**config.mk**
```make
export PLATFORM = sky130hd
export DESIGN_NAME = mvrc_sequencer
export DESIGN_NICKNAME = d
export VERILOG_FILES = /design/src/verilog/mvrc_pkg.sv /design/src/verilog/mvrc_ms_timer.sv /design/src/verilog/mvrc_sequencer.sv
export VERILOG_INCLUDE_DIRS = /design/src /design/src/verilog
export SDC_FILE = /design/constraint.sdc
export NUM_CORES = 1
export LEC_CHECK = 0
export BUFFER_PORTS_ARGS = -buffer_cell sky130_fd_sc_hd__buf_2
export CORE_MARGIN = 3
export CORE_UTILIZATION = 30
export CTS_CLUSTER_SIZE = 14
export DETAILED_ROUTE_END_ITERATION = 10
export HOLD_SLACK_MARGIN = 0.15
export PLACE_DENSITY = 0.42
export SKIP_LAST_GASP = 1
export SLEW_MARGIN = 20
export SYNTH_ARGS = -nofsm -noshare
export SYNTH_HDL_FRONTEND = slang
export SYNTH_SLANG_ARGS = --single-unit
```
**constraint.sdc**
```tcl
create_clock -name core_clk -period 4.86 [get_ports core_clk]
set_input_delay 0 -clock core_clk [delete_from_list [all_inputs] [get_ports core_clk]]
set_output_delay 0 -clock core_clk [all_outputs]
set_load 0.01 [all_outputs]
```
**src/verilog/mvrc_regs.svh**
```systemverilog
// register offsets, field positions, reset values and timing counts of the reclose sequencer
// assumes a 32-bit register port with byte addresses, one word per register
`ifndef MVRC_REGS_SVH
`define MVRC_REGS_SVH

// clock rate and millisecond tick
`define MVRC_CLK_KHZ        250000
`define MVRC_TICK_MS        1
`define MVRC_TICK_CYCLES    (`MVRC_CLK_KHZ * `MVRC_TICK_MS)

// widths
`define MVRC_AW             8
`define MVRC_TW             17

// register byte offsets
`define MVRC_CTRL_OFS       8'h00
`define MVRC_STATUS_OFS     8'h04
`define MVRC_DEAD_OFS       8'h08
`define MVRC_RECLAIM_OFS    8'h28
`define MVRC_CLOSE_OFS      8'h2c
`define MVRC_MANBLK_OFS     8'h30
`define MVRC_STARTMAX_OFS   8'h34
`define MVRC_CBWAIT_OFS     8'h38
`define MVRC_SYNCWAIT_OFS   8'h3c
`define MVRC_SWWAIT_OFS     8'h40
`define MVRC_STARTDLY_OFS   8'h44

// control register fields
`define MVRC_CTRL_OP_BIT    0
`define MVRC_CTRL_SRC_BIT   1
`define MVRC_CTRL_EF_LSB    2
`define MVRC_CTRL_PH_LSB    5
`define MVRC_CTRL_ACC_LSB   8

// reset values, times in milliseconds
`define MVRC_CTRL_RST       12'h025
`define MVRC_DEAD_PH1_RST   17'd500
`define MVRC_DEAD_PH2_RST   17'd600
`define MVRC_DEAD_PH3_RST   17'd700
`define MVRC_DEAD_PH4_RST   17'd800
`define MVRC_DEAD_EF1_RST   17'd1000
`define MVRC_DEAD_EF2_RST   17'd2000
`define MVRC_DEAD_EF3_RST   17'd3000
`define MVRC_DEAD_EF4_RST   17'd4000
`define MVRC_RECLAIM_RST    17'd2000
`define MVRC_CLOSE_RST      17'd100
`define MVRC_MANBLK_RST     17'd1000
`define MVRC_STARTMAX_RST   17'd3000
`define MVRC_CBWAIT_RST     17'd1000
`define MVRC_SYNCWAIT_RST   17'd10000
`define MVRC_SWWAIT_RST     17'd10000
`define MVRC_STARTDLY_RST   17'd0

`endif

```
**src/verilog/mvrc_pkg.sv**
```systemverilog
// types shared by the reclose sequencer files
// assumes mvrc_regs.svh is compiled alongside
package mvrc_pkg;

  // sequencer states, one-hot
  typedef enum logic [9:0] {
    MVRC_IDLE    = 10'h001,
    MVRC_ARMED   = 10'h002,
    MVRC_DELAY   = 10'h004,
    MVRC_DEAD    = 10'h008,
    MVRC_CBWAIT  = 10'h010,
    MVRC_SYNCW   = 10'h020,
    MVRC_SWSYNC  = 10'h040,
    MVRC_CLOSE   = 10'h080,
    MVRC_RECLAIM = 10'h100,
    MVRC_FINAL   = 10'h200
  } mvrc_state_type;

endpackage

```
**src/verilog/mvrc_ms_timer.sv**
```systemverilog
// saturating millisecond timer with a compare limit
// assumes one tick pulse per millisecond from the parent
`timescale 1ns/1ps
`default_nettype none

module mvrc_ms_timer #(
  parameter int W = 17
) (
  input  wire logic         core_clk,
  input  wire logic         rstn,
  input  wire logic         tick,
  input  wire logic         clear,
  input  wire logic [W-1:0] limit,
  output logic              expired
);

  logic [W-1:0] count;

  // counts ticks since the last clear, holds at full scale
  always_ff @(posedge core_clk or negedge rstn) begin
    if (!rstn) begin
      count <= '0;
    end else if (clear) begin
      count <= '0;
    end else if (tick && count != {W{1'b1}}) begin
      count <= count + 1'b1;
    end
  end

  // a limit of zero expires at once
  assign expired = (count >= limit);

endmodule

`default_nettype wire

```
**src/verilog/mvrc_sequencer.sv**
```systemverilog
// medium-voltage auto-reclose sequencer with its register port
// assumes all inputs synchronous to core_clk and a 250 MHz clock
//
// Overview of operation
// at most four reclose shots per fault sequence, never a fifth close
// per-shot dead times, separate sets for earth and phase faults
// every shot recloses all three phases together
// dead time starts on trip reset or breaker open; expiry leads to close
// pickup within reclaim time advances to the next enabled shot
// fault persisting after last shot gives final trip, no further close
// no pickup within reclaim time returns to idle, first shot again
// breaker ready awaited at most the supervision time, else abandon
// per-shot bits flag an accelerated trip for external logic
// close pulse lasts close time, withdrawn at once on any trip
// separate shot counts for earth and phase faults, zero to four
// operation off stops every start, dead time and close
// block input stops starting or continuing reclosing
// start source selects trip reset or breaker open start
// outside logic supplies start input and breaker open condition
// dead time counter started by start signal, optionally delayed
// close only with sync release; after wait, request synchronous switching
// synchronous switching not achieved in time resets to idle
// manual close inhibits new sequences for a set time
// timing within one percent or thirty milliseconds of setting
// timers count a common millisecond tick; reset clears everything
// block or operation off mid-sequence aborts and clears shot count
//
// Strobed register access and the register offsets are this design's own decisions.
`timescale 1ns/1ps
`default_nettype none
`include "mvrc_regs.svh"

module mvrc_sequencer #(
  parameter int TICK_CYCLES = `MVRC_TICK_CYCLES
) (
  input  wire logic                  core_clk,
  input  wire logic                  rstn,
  input  wire logic [`MVRC_AW-1:0]   regAddr,
  input  wire logic [31:0]           regWdata,
  input  wire logic                  regWrite,
  input  wire logic                  regRead,
  output logic [31:0]                regRdata,
  input  wire logic                  protTrip,
  input  wire logic                  protPickup,
  input  wire logic                  earthFaultIn,
  input  wire logic                  recloseStartIn,
  input  wire logic                  breakerOpenIn,
  input  wire logic                  breakerReadyIn,
  input  wire logic                  syncReleaseIn,
  input  wire logic                  syncSwitchIn,
  input  wire logic                  blockIn,
  input  wire logic                  manualCloseIn,
  output logic                       closeCmd,
  output logic                       syncSwitchReq,
  output logic                       finalTrip,
  output logic                       accelTrip,
  output logic                       seqActive,
  output logic [1:0]                 shotNum,
  output mvrc_pkg::mvrc_state_type   seqState
);
  import mvrc_pkg::*;

  localparam int TW = `MVRC_TW;

  logic [11:0]   ctrl;
  logic [TW-1:0] deadTime [8];
  logic [TW-1:0] reclaimTime;
  logic [TW-1:0] closeTime;
  logic [TW-1:0] manBlockTime;
  logic [TW-1:0] startMaxTime;
  logic [TW-1:0] cbWaitTime;
  logic [TW-1:0] syncWaitTime;
  logic [TW-1:0] swWaitTime;
  logic [TW-1:0] startDelayTime;
  logic [17:0]   tickCount;
  logic          msTick;
  mvrc_state_type state;
  mvrc_state_type next_state;
  logic [1:0]    shot;
  logic [1:0]    next_shot;
  logic          faultEarth;
  logic          mcInhibit;
  logic          stExpired;
  logic          mcExpired;
  logic [TW-1:0] stLimit;
  logic [2:0]    shotLimit;
  logic          opOn;
  logic          startOnOpen;
  logic          startCond;
  logic          lastShot;

  assign opOn        = ctrl[`MVRC_CTRL_OP_BIT];
  assign startOnOpen = ctrl[`MVRC_CTRL_SRC_BIT];

  //////////////////////////////////////////////////////////////////////////////
  // register port

  // software writes; settings change only through this port
  always_ff @(posedge core_clk or negedge rstn) begin
    if (!rstn) begin
      ctrl           <= `MVRC_CTRL_RST;
      deadTime[0]    <= `MVRC_DEAD_PH1_RST;
      deadTime[1]    <= `MVRC_DEAD_PH2_RST;
      deadTime[2]    <= `MVRC_DEAD_PH3_RST;
      deadTime[3]    <= `MVRC_DEAD_PH4_RST;
      deadTime[4]    <= `MVRC_DEAD_EF1_RST;
      deadTime[5]    <= `MVRC_DEAD_EF2_RST;
      deadTime[6]    <= `MVRC_DEAD_EF3_RST;
      deadTime[7]    <= `MVRC_DEAD_EF4_RST;
      reclaimTime    <= `MVRC_RECLAIM_RST;
      closeTime      <= `MVRC_CLOSE_RST;
      manBlockTime   <= `MVRC_MANBLK_RST;
      startMaxTime   <= `MVRC_STARTMAX_RST;
      cbWaitTime     <= `MVRC_CBWAIT_RST;
      syncWaitTime   <= `MVRC_SYNCWAIT_RST;
      swWaitTime     <= `MVRC_SWWAIT_RST;
      startDelayTime <= `MVRC_STARTDLY_RST;
    end else if (regWrite) begin
      case (regAddr)
        `MVRC_CTRL_OFS:     ctrl           <= regWdata[11:0];
        `MVRC_RECLAIM_OFS:  reclaimTime    <= regWdata[TW-1:0];
        `MVRC_CLOSE_OFS:    closeTime      <= regWdata[TW-1:0];
        `MVRC_MANBLK_OFS:   manBlockTime   <= regWdata[TW-1:0];
        `MVRC_STARTMAX_OFS: startMaxTime   <= regWdata[TW-1:0];
        `MVRC_CBWAIT_OFS:   cbWaitTime     <= regWdata[TW-1:0];
        `MVRC_SYNCWAIT_OFS: syncWaitTime   <= regWdata[TW-1:0];
        `MVRC_SWWAIT_OFS:   swWaitTime     <= regWdata[TW-1:0];
        `MVRC_STARTDLY_OFS: startDelayTime <= regWdata[TW-1:0];
        default: begin
          for (int i = 0; i < 8; i++) begin
            if (regAddr == `MVRC_DEAD_OFS + 8'(4 * i)) begin
              deadTime[i] <= regWdata[TW-1:0];
            end
          end
        end
      endcase
    end
  end

  // read data stands in the cycle after the strobe only; unmapped reads zero
  always_ff @(posedge core_clk or negedge rstn) begin
    if (!rstn) begin
      regRdata <= '0;
    end else if (regRead) begin
      case (regAddr)
        `MVRC_CTRL_OFS:     regRdata <= {20'h0, ctrl};
        `MVRC_STATUS_OFS:   regRdata <= {15'h0, mcInhibit, faultEarth, shot,
                                         accelTrip, finalTrip, closeCmd, state};
        `MVRC_RECLAIM_OFS:  regRdata <= {15'h0, reclaimTime};
        `MVRC_CLOSE_OFS:    regRdata <= {15'h0, closeTime};
        `MVRC_MANBLK_OFS:   regRdata <= {15'h0, manBlockTime};
        `MVRC_STARTMAX_OFS: regRdata <= {15'h0, startMaxTime};
        `MVRC_CBWAIT_OFS:   regRdata <= {15'h0, cbWaitTime};
        `MVRC_SYNCWAIT_OFS: regRdata <= {15'h0, syncWaitTime};
        `MVRC_SWWAIT_OFS:   regRdata <= {15'h0, swWaitTime};
        `MVRC_STARTDLY_OFS: regRdata <= {15'h0, startDelayTime};
        default: begin
          regRdata <= '0;
          for (int i = 0; i < 8; i++) begin
            if (regAddr == `MVRC_DEAD_OFS + 8'(4 * i)) begin
              regRdata <= {15'h0, deadTime[i]};
            end
          end
        end
      endcase
    end else begin
      regRdata <= '0;
    end
  end

  //////////////////////////////////////////////////////////////////////////////
  // millisecond tick and timers

  // one free tick for every timer; phase error stays under one millisecond
  always_ff @(posedge core_clk or negedge rstn) begin
    if (!rstn) begin
      tickCount <= '0;
      msTick    <= 1'b0;
    end else if (tickCount == 18'(TICK_CYCLES - 1)) begin
      tickCount <= '0;
      msTick    <= 1'b1;
    end else begin
      tickCount <= tickCount + 1'b1;
      msTick    <= 1'b0;
    end
  end

  // limit of the running state, dead time picked by fault type and shot
  always_comb begin
    case (state)
      MVRC_ARMED:   stLimit = startMaxTime;
      MVRC_DELAY:   stLimit = startDelayTime;
      MVRC_DEAD:    stLimit = deadTime[{faultEarth, shot}];
      MVRC_CBWAIT:  stLimit = cbWaitTime;
      MVRC_SYNCW:   stLimit = syncWaitTime;
      MVRC_SWSYNC:  stLimit = swWaitTime;
      MVRC_CLOSE:   stLimit = closeTime;
      MVRC_RECLAIM: stLimit = reclaimTime;
      default:      stLimit = '0;
    endcase
  end

  // state timer restarts on every state change
  mvrc_ms_timer #(.W(TW)) stateTimer (
    .core_clk (core_clk),
    .rstn     (rstn),
    .tick     (msTick),
    .clear    (next_state != state),
    .limit    (stLimit),
    .expired  (stExpired)
  );

  // manual close hold-off timer, retriggered while the input stands
  mvrc_ms_timer #(.W(TW)) manCloseTimer (
    .core_clk (core_clk),
    .rstn     (rstn),
    .tick     (msTick),
    .clear    (manualCloseIn),
    .limit    (manBlockTime),
    .expired  (mcExpired)
  );

  // inhibit set by manual close wins over its own expiry
  always_ff @(posedge core_clk or negedge rstn) begin
    if (!rstn) begin
      mcInhibit <= 1'b0;
    end else if (manualCloseIn) begin
      mcInhibit <= 1'b1;
    end else if (mcExpired) begin
      mcInhibit <= 1'b0;
    end
  end

  //////////////////////////////////////////////////////////////////////////////
  // sequencer

  // shots allowed for the latched fault type, values above four clamp
  always_comb begin
    shotLimit = faultEarth ? ctrl[`MVRC_CTRL_EF_LSB +: 3] : ctrl[`MVRC_CTRL_PH_LSB +: 3];
    if (shotLimit > 3'd4) begin
      shotLimit = 3'd4;
    end
  end

  assign lastShot  = ({1'b0, shot} + 3'd1 >= shotLimit);
  // outside logic owns the start input and the breaker-open condition
  assign startCond = recloseStartIn && (startOnOpen ? breakerOpenIn : !protTrip);

  // next state; abort by block or operation off has top priority
  always_comb begin
    next_state = state;
    next_shot  = shot;
    if (!opOn || blockIn) begin
      next_state = MVRC_IDLE;
    end else begin
      case (state)
        MVRC_IDLE: begin
          if (protTrip && !mcInhibit) begin
            next_state = MVRC_ARMED;
          end
        end
        MVRC_ARMED: begin
          if (shotLimit == 3'd0) begin
            next_state = MVRC_IDLE;
          end else if (startCond) begin
            next_state = MVRC_DELAY;
          end else if (stExpired) begin
            next_state = MVRC_IDLE;
          end
        end
        MVRC_DELAY: begin
          if (stExpired) begin
            next_state = MVRC_DEAD;
          end
        end
        MVRC_DEAD: begin
          if (stExpired) begin
            next_state = MVRC_CBWAIT;
          end
        end
        MVRC_CBWAIT: begin
          if (breakerReadyIn) begin
            next_state = MVRC_SYNCW;
          end else if (stExpired) begin
            next_state = MVRC_IDLE;
          end
        end
        MVRC_SYNCW: begin
          if (syncReleaseIn) begin
            next_state = MVRC_CLOSE;
          end else if (stExpired) begin
            next_state = MVRC_SWSYNC;
          end
        end
        MVRC_SWSYNC: begin
          if (syncSwitchIn) begin
            next_state = MVRC_CLOSE;
          end else if (stExpired) begin
            next_state = MVRC_IDLE;
          end
        end
        MVRC_CLOSE: begin
          if (protTrip || stExpired) begin
            next_state = MVRC_RECLAIM;
          end
        end
        MVRC_RECLAIM: begin
          if (protPickup || protTrip) begin
            if (lastShot) begin
              next_state = MVRC_FINAL;
            end else begin
              next_state = MVRC_ARMED;
              next_shot  = shot + 2'd1;
            end
          end else if (stExpired) begin
            next_state = MVRC_IDLE;
          end
        end
        MVRC_FINAL: begin
          if (!protTrip && !protPickup) begin
            next_state = MVRC_IDLE;
          end
        end
        default: next_state = MVRC_IDLE;
      endcase
    end
    if (next_state == MVRC_IDLE) begin
      next_shot = 2'd0;
    end
  end

  // state, shot index and fault type latched at the first trip
  always_ff @(posedge core_clk or negedge rstn) begin
    if (!rstn) begin
      state      <= MVRC_IDLE;
      shot       <= 2'd0;
      faultEarth <= 1'b0;
    end else begin
      state <= next_state;
      shot  <= next_shot;
      if (state == MVRC_IDLE && next_state == MVRC_ARMED) begin
        faultEarth <= earthFaultIn;
      end
    end
  end

  // outputs from flops, following the next state so they align with it;
  // one close line drives all three poles, there is no per-phase close
  always_ff @(posedge core_clk or negedge rstn) begin
    if (!rstn) begin
      closeCmd      <= 1'b0;
      syncSwitchReq <= 1'b0;
      finalTrip     <= 1'b0;
      accelTrip     <= 1'b0;
      seqActive     <= 1'b0;
      shotNum       <= 2'd0;
      seqState      <= MVRC_IDLE;
    end else begin
      closeCmd      <= (next_state == MVRC_CLOSE);
      syncSwitchReq <= (next_state == MVRC_SWSYNC);
      finalTrip     <= (next_state == MVRC_FINAL);
      accelTrip     <= ctrl[`MVRC_CTRL_ACC_LSB + next_shot] &&
                       (next_state == MVRC_CLOSE || next_state == MVRC_RECLAIM);
      seqActive     <= (next_state != MVRC_IDLE);
      shotNum       <= next_shot;
      seqState      <= next_state;
    end
  end

  logic [2:0] closesInSeq;

  // close pulses issued since the sequence left idle
  always_ff @(posedge core_clk or negedge rstn) begin
    if (!rstn) begin
      closesInSeq <= '0;
    end else if (state == MVRC_IDLE) begin
      closesInSeq <= '0;
    end else if (state != MVRC_CLOSE && next_state == MVRC_CLOSE) begin
      closesInSeq <= closesInSeq + 3'd1;
    end
  end
endmodule

`default_nettype wire
```
# Word-level counts from Yosys, hierarchy flattened

Index checks and enable logic that the tools add are counted.

Add/subtract/negate cells: 6
Bitwise operators: 2
$lt $le $gt $ge: 6
Muxes and demuxes: 48
Eq/ne operators: 38
Reduce and logical (&&, ||, !) cells: 38

Operator list:

| cell                    | count |
|---|---|
| $pmux W32 S10           | 1 |
| $mux W32                | 8 |
| $mux W10                | 15 |
| $pmux W17 S8            | 1 |
| $mux W17                | 7 |
| $pmux W10 S10           | 1 |
| $eq A8 B6 Y1 const B    | 8 |
| $bmux W17 S3            | 1 |
| $add A17 B1 Y17 const B | 2 |
| $ge A17 B17 Y1          | 2 |
| $ne A17 B17 Y1 const B  | 2 |
| $eq A8 B5 Y1 const B    | 4 |
| $reduce_and A3 Y1       | 8 |
| $eq A10 B1 Y1 const B   | 2 |
| $eq A10 B10 Y1 const B  | 2 |
| $eq A10 B2 Y1 const B   | 2 |
| $eq A10 B7 Y1 const B   | 2 |
| $eq A10 B8 Y1 const B   | 2 |
| $eq A10 B9 Y1 const B   | 2 |
| $add A18 B1 Y18 const B | 1 |
| $eq A18 B18 Y1 const B  | 1 |
| $mux W18                | 1 |
| $reduce_and A2 Y1       | 9 |
| $eq A8 B4 Y1 const B    | 2 |
| other kinds (28)        | 52 |

Register bits: 388
Input port bits: 54
Output and inout bits: 49

# Depth between registers and ports, before layout

Depth after elaboration: 17
Depth in mapped cells: 18
Gate-level depth less buffers: 14

# Hierarchy

From an unflattened synthesis, not the netlist that was laid out.

Cell total of the unflattened synthesis: 1,735
Area total of the unflattened synthesis: 20,076.8 um^2

By module, submodules not included:

| module                         | cells each | area each (um^2) | times used |
|---|---|---|---|
| mvrc_sequencer                 | 1,443      | 17,458.0         | 1 |
| mvrc_ms_timer at manCloseTimer | 146        | 1,310.0          | 1 |
| mvrc_ms_timer at stateTimer    | 146        | 1,308.8          | 1 |

# Worst setup path before layout

No wires, ideal clock.

Kind: register -> register
Start point: register seqState[1] (netlist name)
End point: register stateTimer.count[10]
Path slack: 0.769 ns
Arrival: 3.960 ns
Stages on the path, launching flop included: 19
Buffers on the path: 4
Clock period less this slack: 4.091 ns
Required time: 4.729 ns
Cell sequence: dfrtp_1 -> buf_4 -> nor4_4 -> nand2_1 -> nor3_1 -> clkbuf_1 -> clkbuf_1 -> nand2_1 -> nand2_1 -> nor2_1 -> ha_1 -> nand4_1 -> a2111oi_0 -> a211oi_1 -> o21ai_1 -> o21ai_0 -> o21ai_2 -> buf_2 -> nor4_2

RTL lines:

| item                   | RTL line            | RTL |
|---|---|---|
| end signal: assignment | mvrc_ms_timer.sv:26 | `count <= count + 1'b1;` |
| end: declaration       | mvrc_ms_timer.sv:17 | `logic [W-1:0] count;` |

==> results.yml <==
run_status:
  status: "finished, final reports clean"
clocking:
  clkLatencyLatePin_ns: 0.59
  htree_num_levels: 2
  numCtsBuffers: 46
  cts_buffer_depth: 3
  cts_tree: "built"
  ctsRootBufferMaster: "clkbuf_16"
  cts.sinks: 373
  postCtsSetupRepairBufs: 0
  clk_pin_slew_worst_paths_ns: 0.06
worst_setup_path:
  path_buf_inv: 5
  path_cells: "nor2_1, and4_1, buf_4, a222oi_1, o21ai_0, nor2_1, buf_4, ha_1, nand4_1, a2111oi_0, a211oi_1, o21ai_1, buf_4, buf_4, o21ai_0, a22oi_1, dlygate4sd3_1, nor2_1"
  arrival_ns: 5.04
  required_ns: 5.29
  crit_fanout: 9
  path_class: "reg2reg"
  cpMaxStageDelayCell: "dlygate4sd3_1"
  start_kind: "flip-flop"
  timing.critical_path.max_delay_family: "buffers and inverters"
  crit_top_cell: "buf_4"
  cp-end-kind: "flip-flop"
  slowest_delay_ns: 0.56
  r2r_slack_ns: 0.25
timing:
  rsz0062_at_grt: "false"
  hold_viol: 0
  fmax_ghz: 0.2169
  setup_tns_ns: 0
  min_period_ns: 4.611
  drv_slew: 0
  fin_crit_sh_pct: 94.88
  fin_skew_ns: 0.01863
  max_slew_margin_pct: 34.89
  setup_viol: 0
  worst_pin_slew_ns: 0.9766
global_routing:
  antenna_found_initial: 3
  gr-total-overflow: 0
  track_usage_pct: 20.84
  grt_pass1_vias: 15700
  grt_pass1_wl_mm: 109.0
  grt_start_max_net_pins: 136
synth:
  synth.area.top_cells: "dfrtp_1, mux2_2, dfstp_2"
  synth.largest_area_cell: "dfrtp_1"
  synth_flop_cell: "dfrtp_1"
  ys_types: 86
  synth-edff-count: 0
  synth-seq-cells: 373
  yosysSeqAreaShare_pct: 47.13
  async_flop_share_pct: 100.0
  yosys_warnings: 0
  synth_area_um2: 20030
  netlist.area_leader.share_pct: 35.85
  netlist_instances: 1694
  avgSynthCellArea_um2: 11.83
power_and_ir_drop:
  power.internal_uw: 5426
  p_leak_uw: 0.01037
  clkPwrFrac_pct: 47.2
  power.density_nw_per_um2: 305.7
  ir_drop_mv: 0.2366
  seqPwrFrac_pct: 46.6
  switching_share_pct: 24.59
  comb_power_share_pct: 6.2
  p_sw_uw: 1770
routing:
  drtAntennaViolNets: 0
  vias_per_cell: 5.646
  num_vias: 15340
  dr.first_iter.drc_count: 1418
  drtPass1Iterations: 10
  wl_mm: 73.20
  routedWlPerCell_um: 26.94
  drc: 0
final_layout:
  drive_gt1_share_pct: 35.56
  final_nets: 1914
  fill_cells: 6463
  fin_util_pct: 35.68
  area_growth_pct: 17.50
  num_antenna_cells: 0
floorplanning:
  start_util_pct: 30.36
  ios: 103
  die_w_um: 264.4
  rows: 94
  die_area_um2: 69910
  die_h_um: 264.4
  core_um2: 65980
placement:
  place.port_buffers: 72
  dp_hpwl_mm: 48.11
  gp_congestion: 0.8221
worst_hold_path:
  hp-class: "in2async"
flow_run:
  maxCapViolCount: 0
cell type report:
| cell class | instances | area (um2) | share of cell area [%] |
|---|---|---|---|
| Sequential cell | 373 | 9447 | 40.13 |
| Clock inverter | 11 | 128.9 | 0.5475 |
| Timing Repair Buffer | 182 | 1451 | 6.166 |
| Clock buffer | 73 | 1334 | 5.666 |
| Tap cell | 864 | 1081 | 4.593 |
| Multi-Input combinational cell | 1183 | 9981 | 42.40 |
| Inverter | 31 | 116.4 | 0.4943 |
cells in the mapped netlist (all sizes together) (22+ instances only):
library cell	n
mux2i	26
a22oi	87
nor2	119
dfrtp	287
nor3	22
nand4	25
inv	31
nor4	27
xor2	31
mux2	287
mux4	34
o21ai	34
nand2	94
ha	43
dfstp	86
a222oi	42
a21oi	34
buf	47
clkbuf	74
nand3	41
power by group through the flow:
| stage | clock (uW) | combinational, uW | sequential, uW |
|---|---|---|---|
| 2_1_floorplan | 0 | 245 | 3360 |
| 4_1_cts | 3500 | 449 | 3350 |
| 5_1_grt | 3620 | 488 | 3370 |
| 3_5_place_dp | 0 | 423 | 3410 |
| 6_report | 3400 | 443 | 3360 |
| 3_3_place_gp | 0 | 417 | 3400 |
placed cells by master (no fill, tap or decap), types with 34 or more instances in the layout:
cell type,count
mux2_1,34
ha_1,43
dfstp_2,86
a222oi_1,42
clkbuf_16,47
buf_4,67
buf_2,71
nand2_1,86
nand3_1,41
a22oi_1,87
nor2_1,107
dfrtp_1,285
mux2_2,253
mux4_2,34
worst paths after layout:
check | from | end | cells past startpoint
hold reg to reg | tickCount[0]$_DFF_PN0_ | tickCount[0]$_DFF_PN0_ | 1
setup / recovery | seqState[4]$_DFF_PN0_ | seqState[5]$_DFF_PN0_ | 18
hold / removal | rstn | syncWaitTime[4]$_DFFE_PN1P_ | 2
setup reg to reg | seqState[4]$_DFF_PN0_ | seqState[5]$_DFF_PN0_ | 18
min in group core_clk | regAddr[2] | regRdata[6]$_DFF_PN0_ | 5
max in group asynchronous | rstn | deadTime[98]$_DFFE_PN0P_ | 3
metal layers:
| layer | up-vias | GRT usage (%) | part of all wire, % |
|---|---|---|---|
| met2 | 545 | 33.97 | 47 |
| met3 | 134 | 2.571 | 5.5 |
| li1 | 6685 | - | - |
| met4 | 2 | 6.907 | 3.3 |
| met5 | - | 0 | 0.018 |
| met1 | 7975 | 28.87 | 44 |
state kept, by name (all words and copies together), names as in the netlist, 2 cells and up:
name,flops
cbWaitTime,17
closeTime,17
ctrl,12
deadTime,136
manBlockTime,17
manCloseTimer.count,17
reclaimTime,17
regRdata,17
seqState,10
shotNum,2
startDelayTime,17
startMaxTime,17
stateTimer.count,17
swWaitTime,17
syncWaitTime,17
tickCount,18
timing repair:
item	4_1_cts	5_1_grt
endpoints found under the hold margin	547	0
hold buffers	30	0
endpoints found under the setup margin	0	6
resized for setup	0	2
logic make-up after synthesis:
group / share of synthesized area (%)
simple gates: 10.37
xor+xnor: 2.230
flops: 47.13
mux: 21.27
compound gates: 12.85
buf+inv: 3.441
fa+ha+maj: 2.686
other cells: 0.01872
per-stage QoR:
step	area, um2	worst slack, ns	total power, uW	hold WS, ns	cells
2_1_floorplan	20090	0.7691	3607	-0.2956	1708
4_1_cts	23530	0.1265	7302	0.1613	2717
6_report	23540	0.2486	7196	0.1752	2717
3_3_place_gp	21750	0.2881	3819	0.06498	2603
3_5_place_dp	21750	0.2433	3829	0.05658	2603
5_1_grt	23540	0.01133	7478	0.1877	2717
Note: power is estimated with default switching activity, not from simulation.
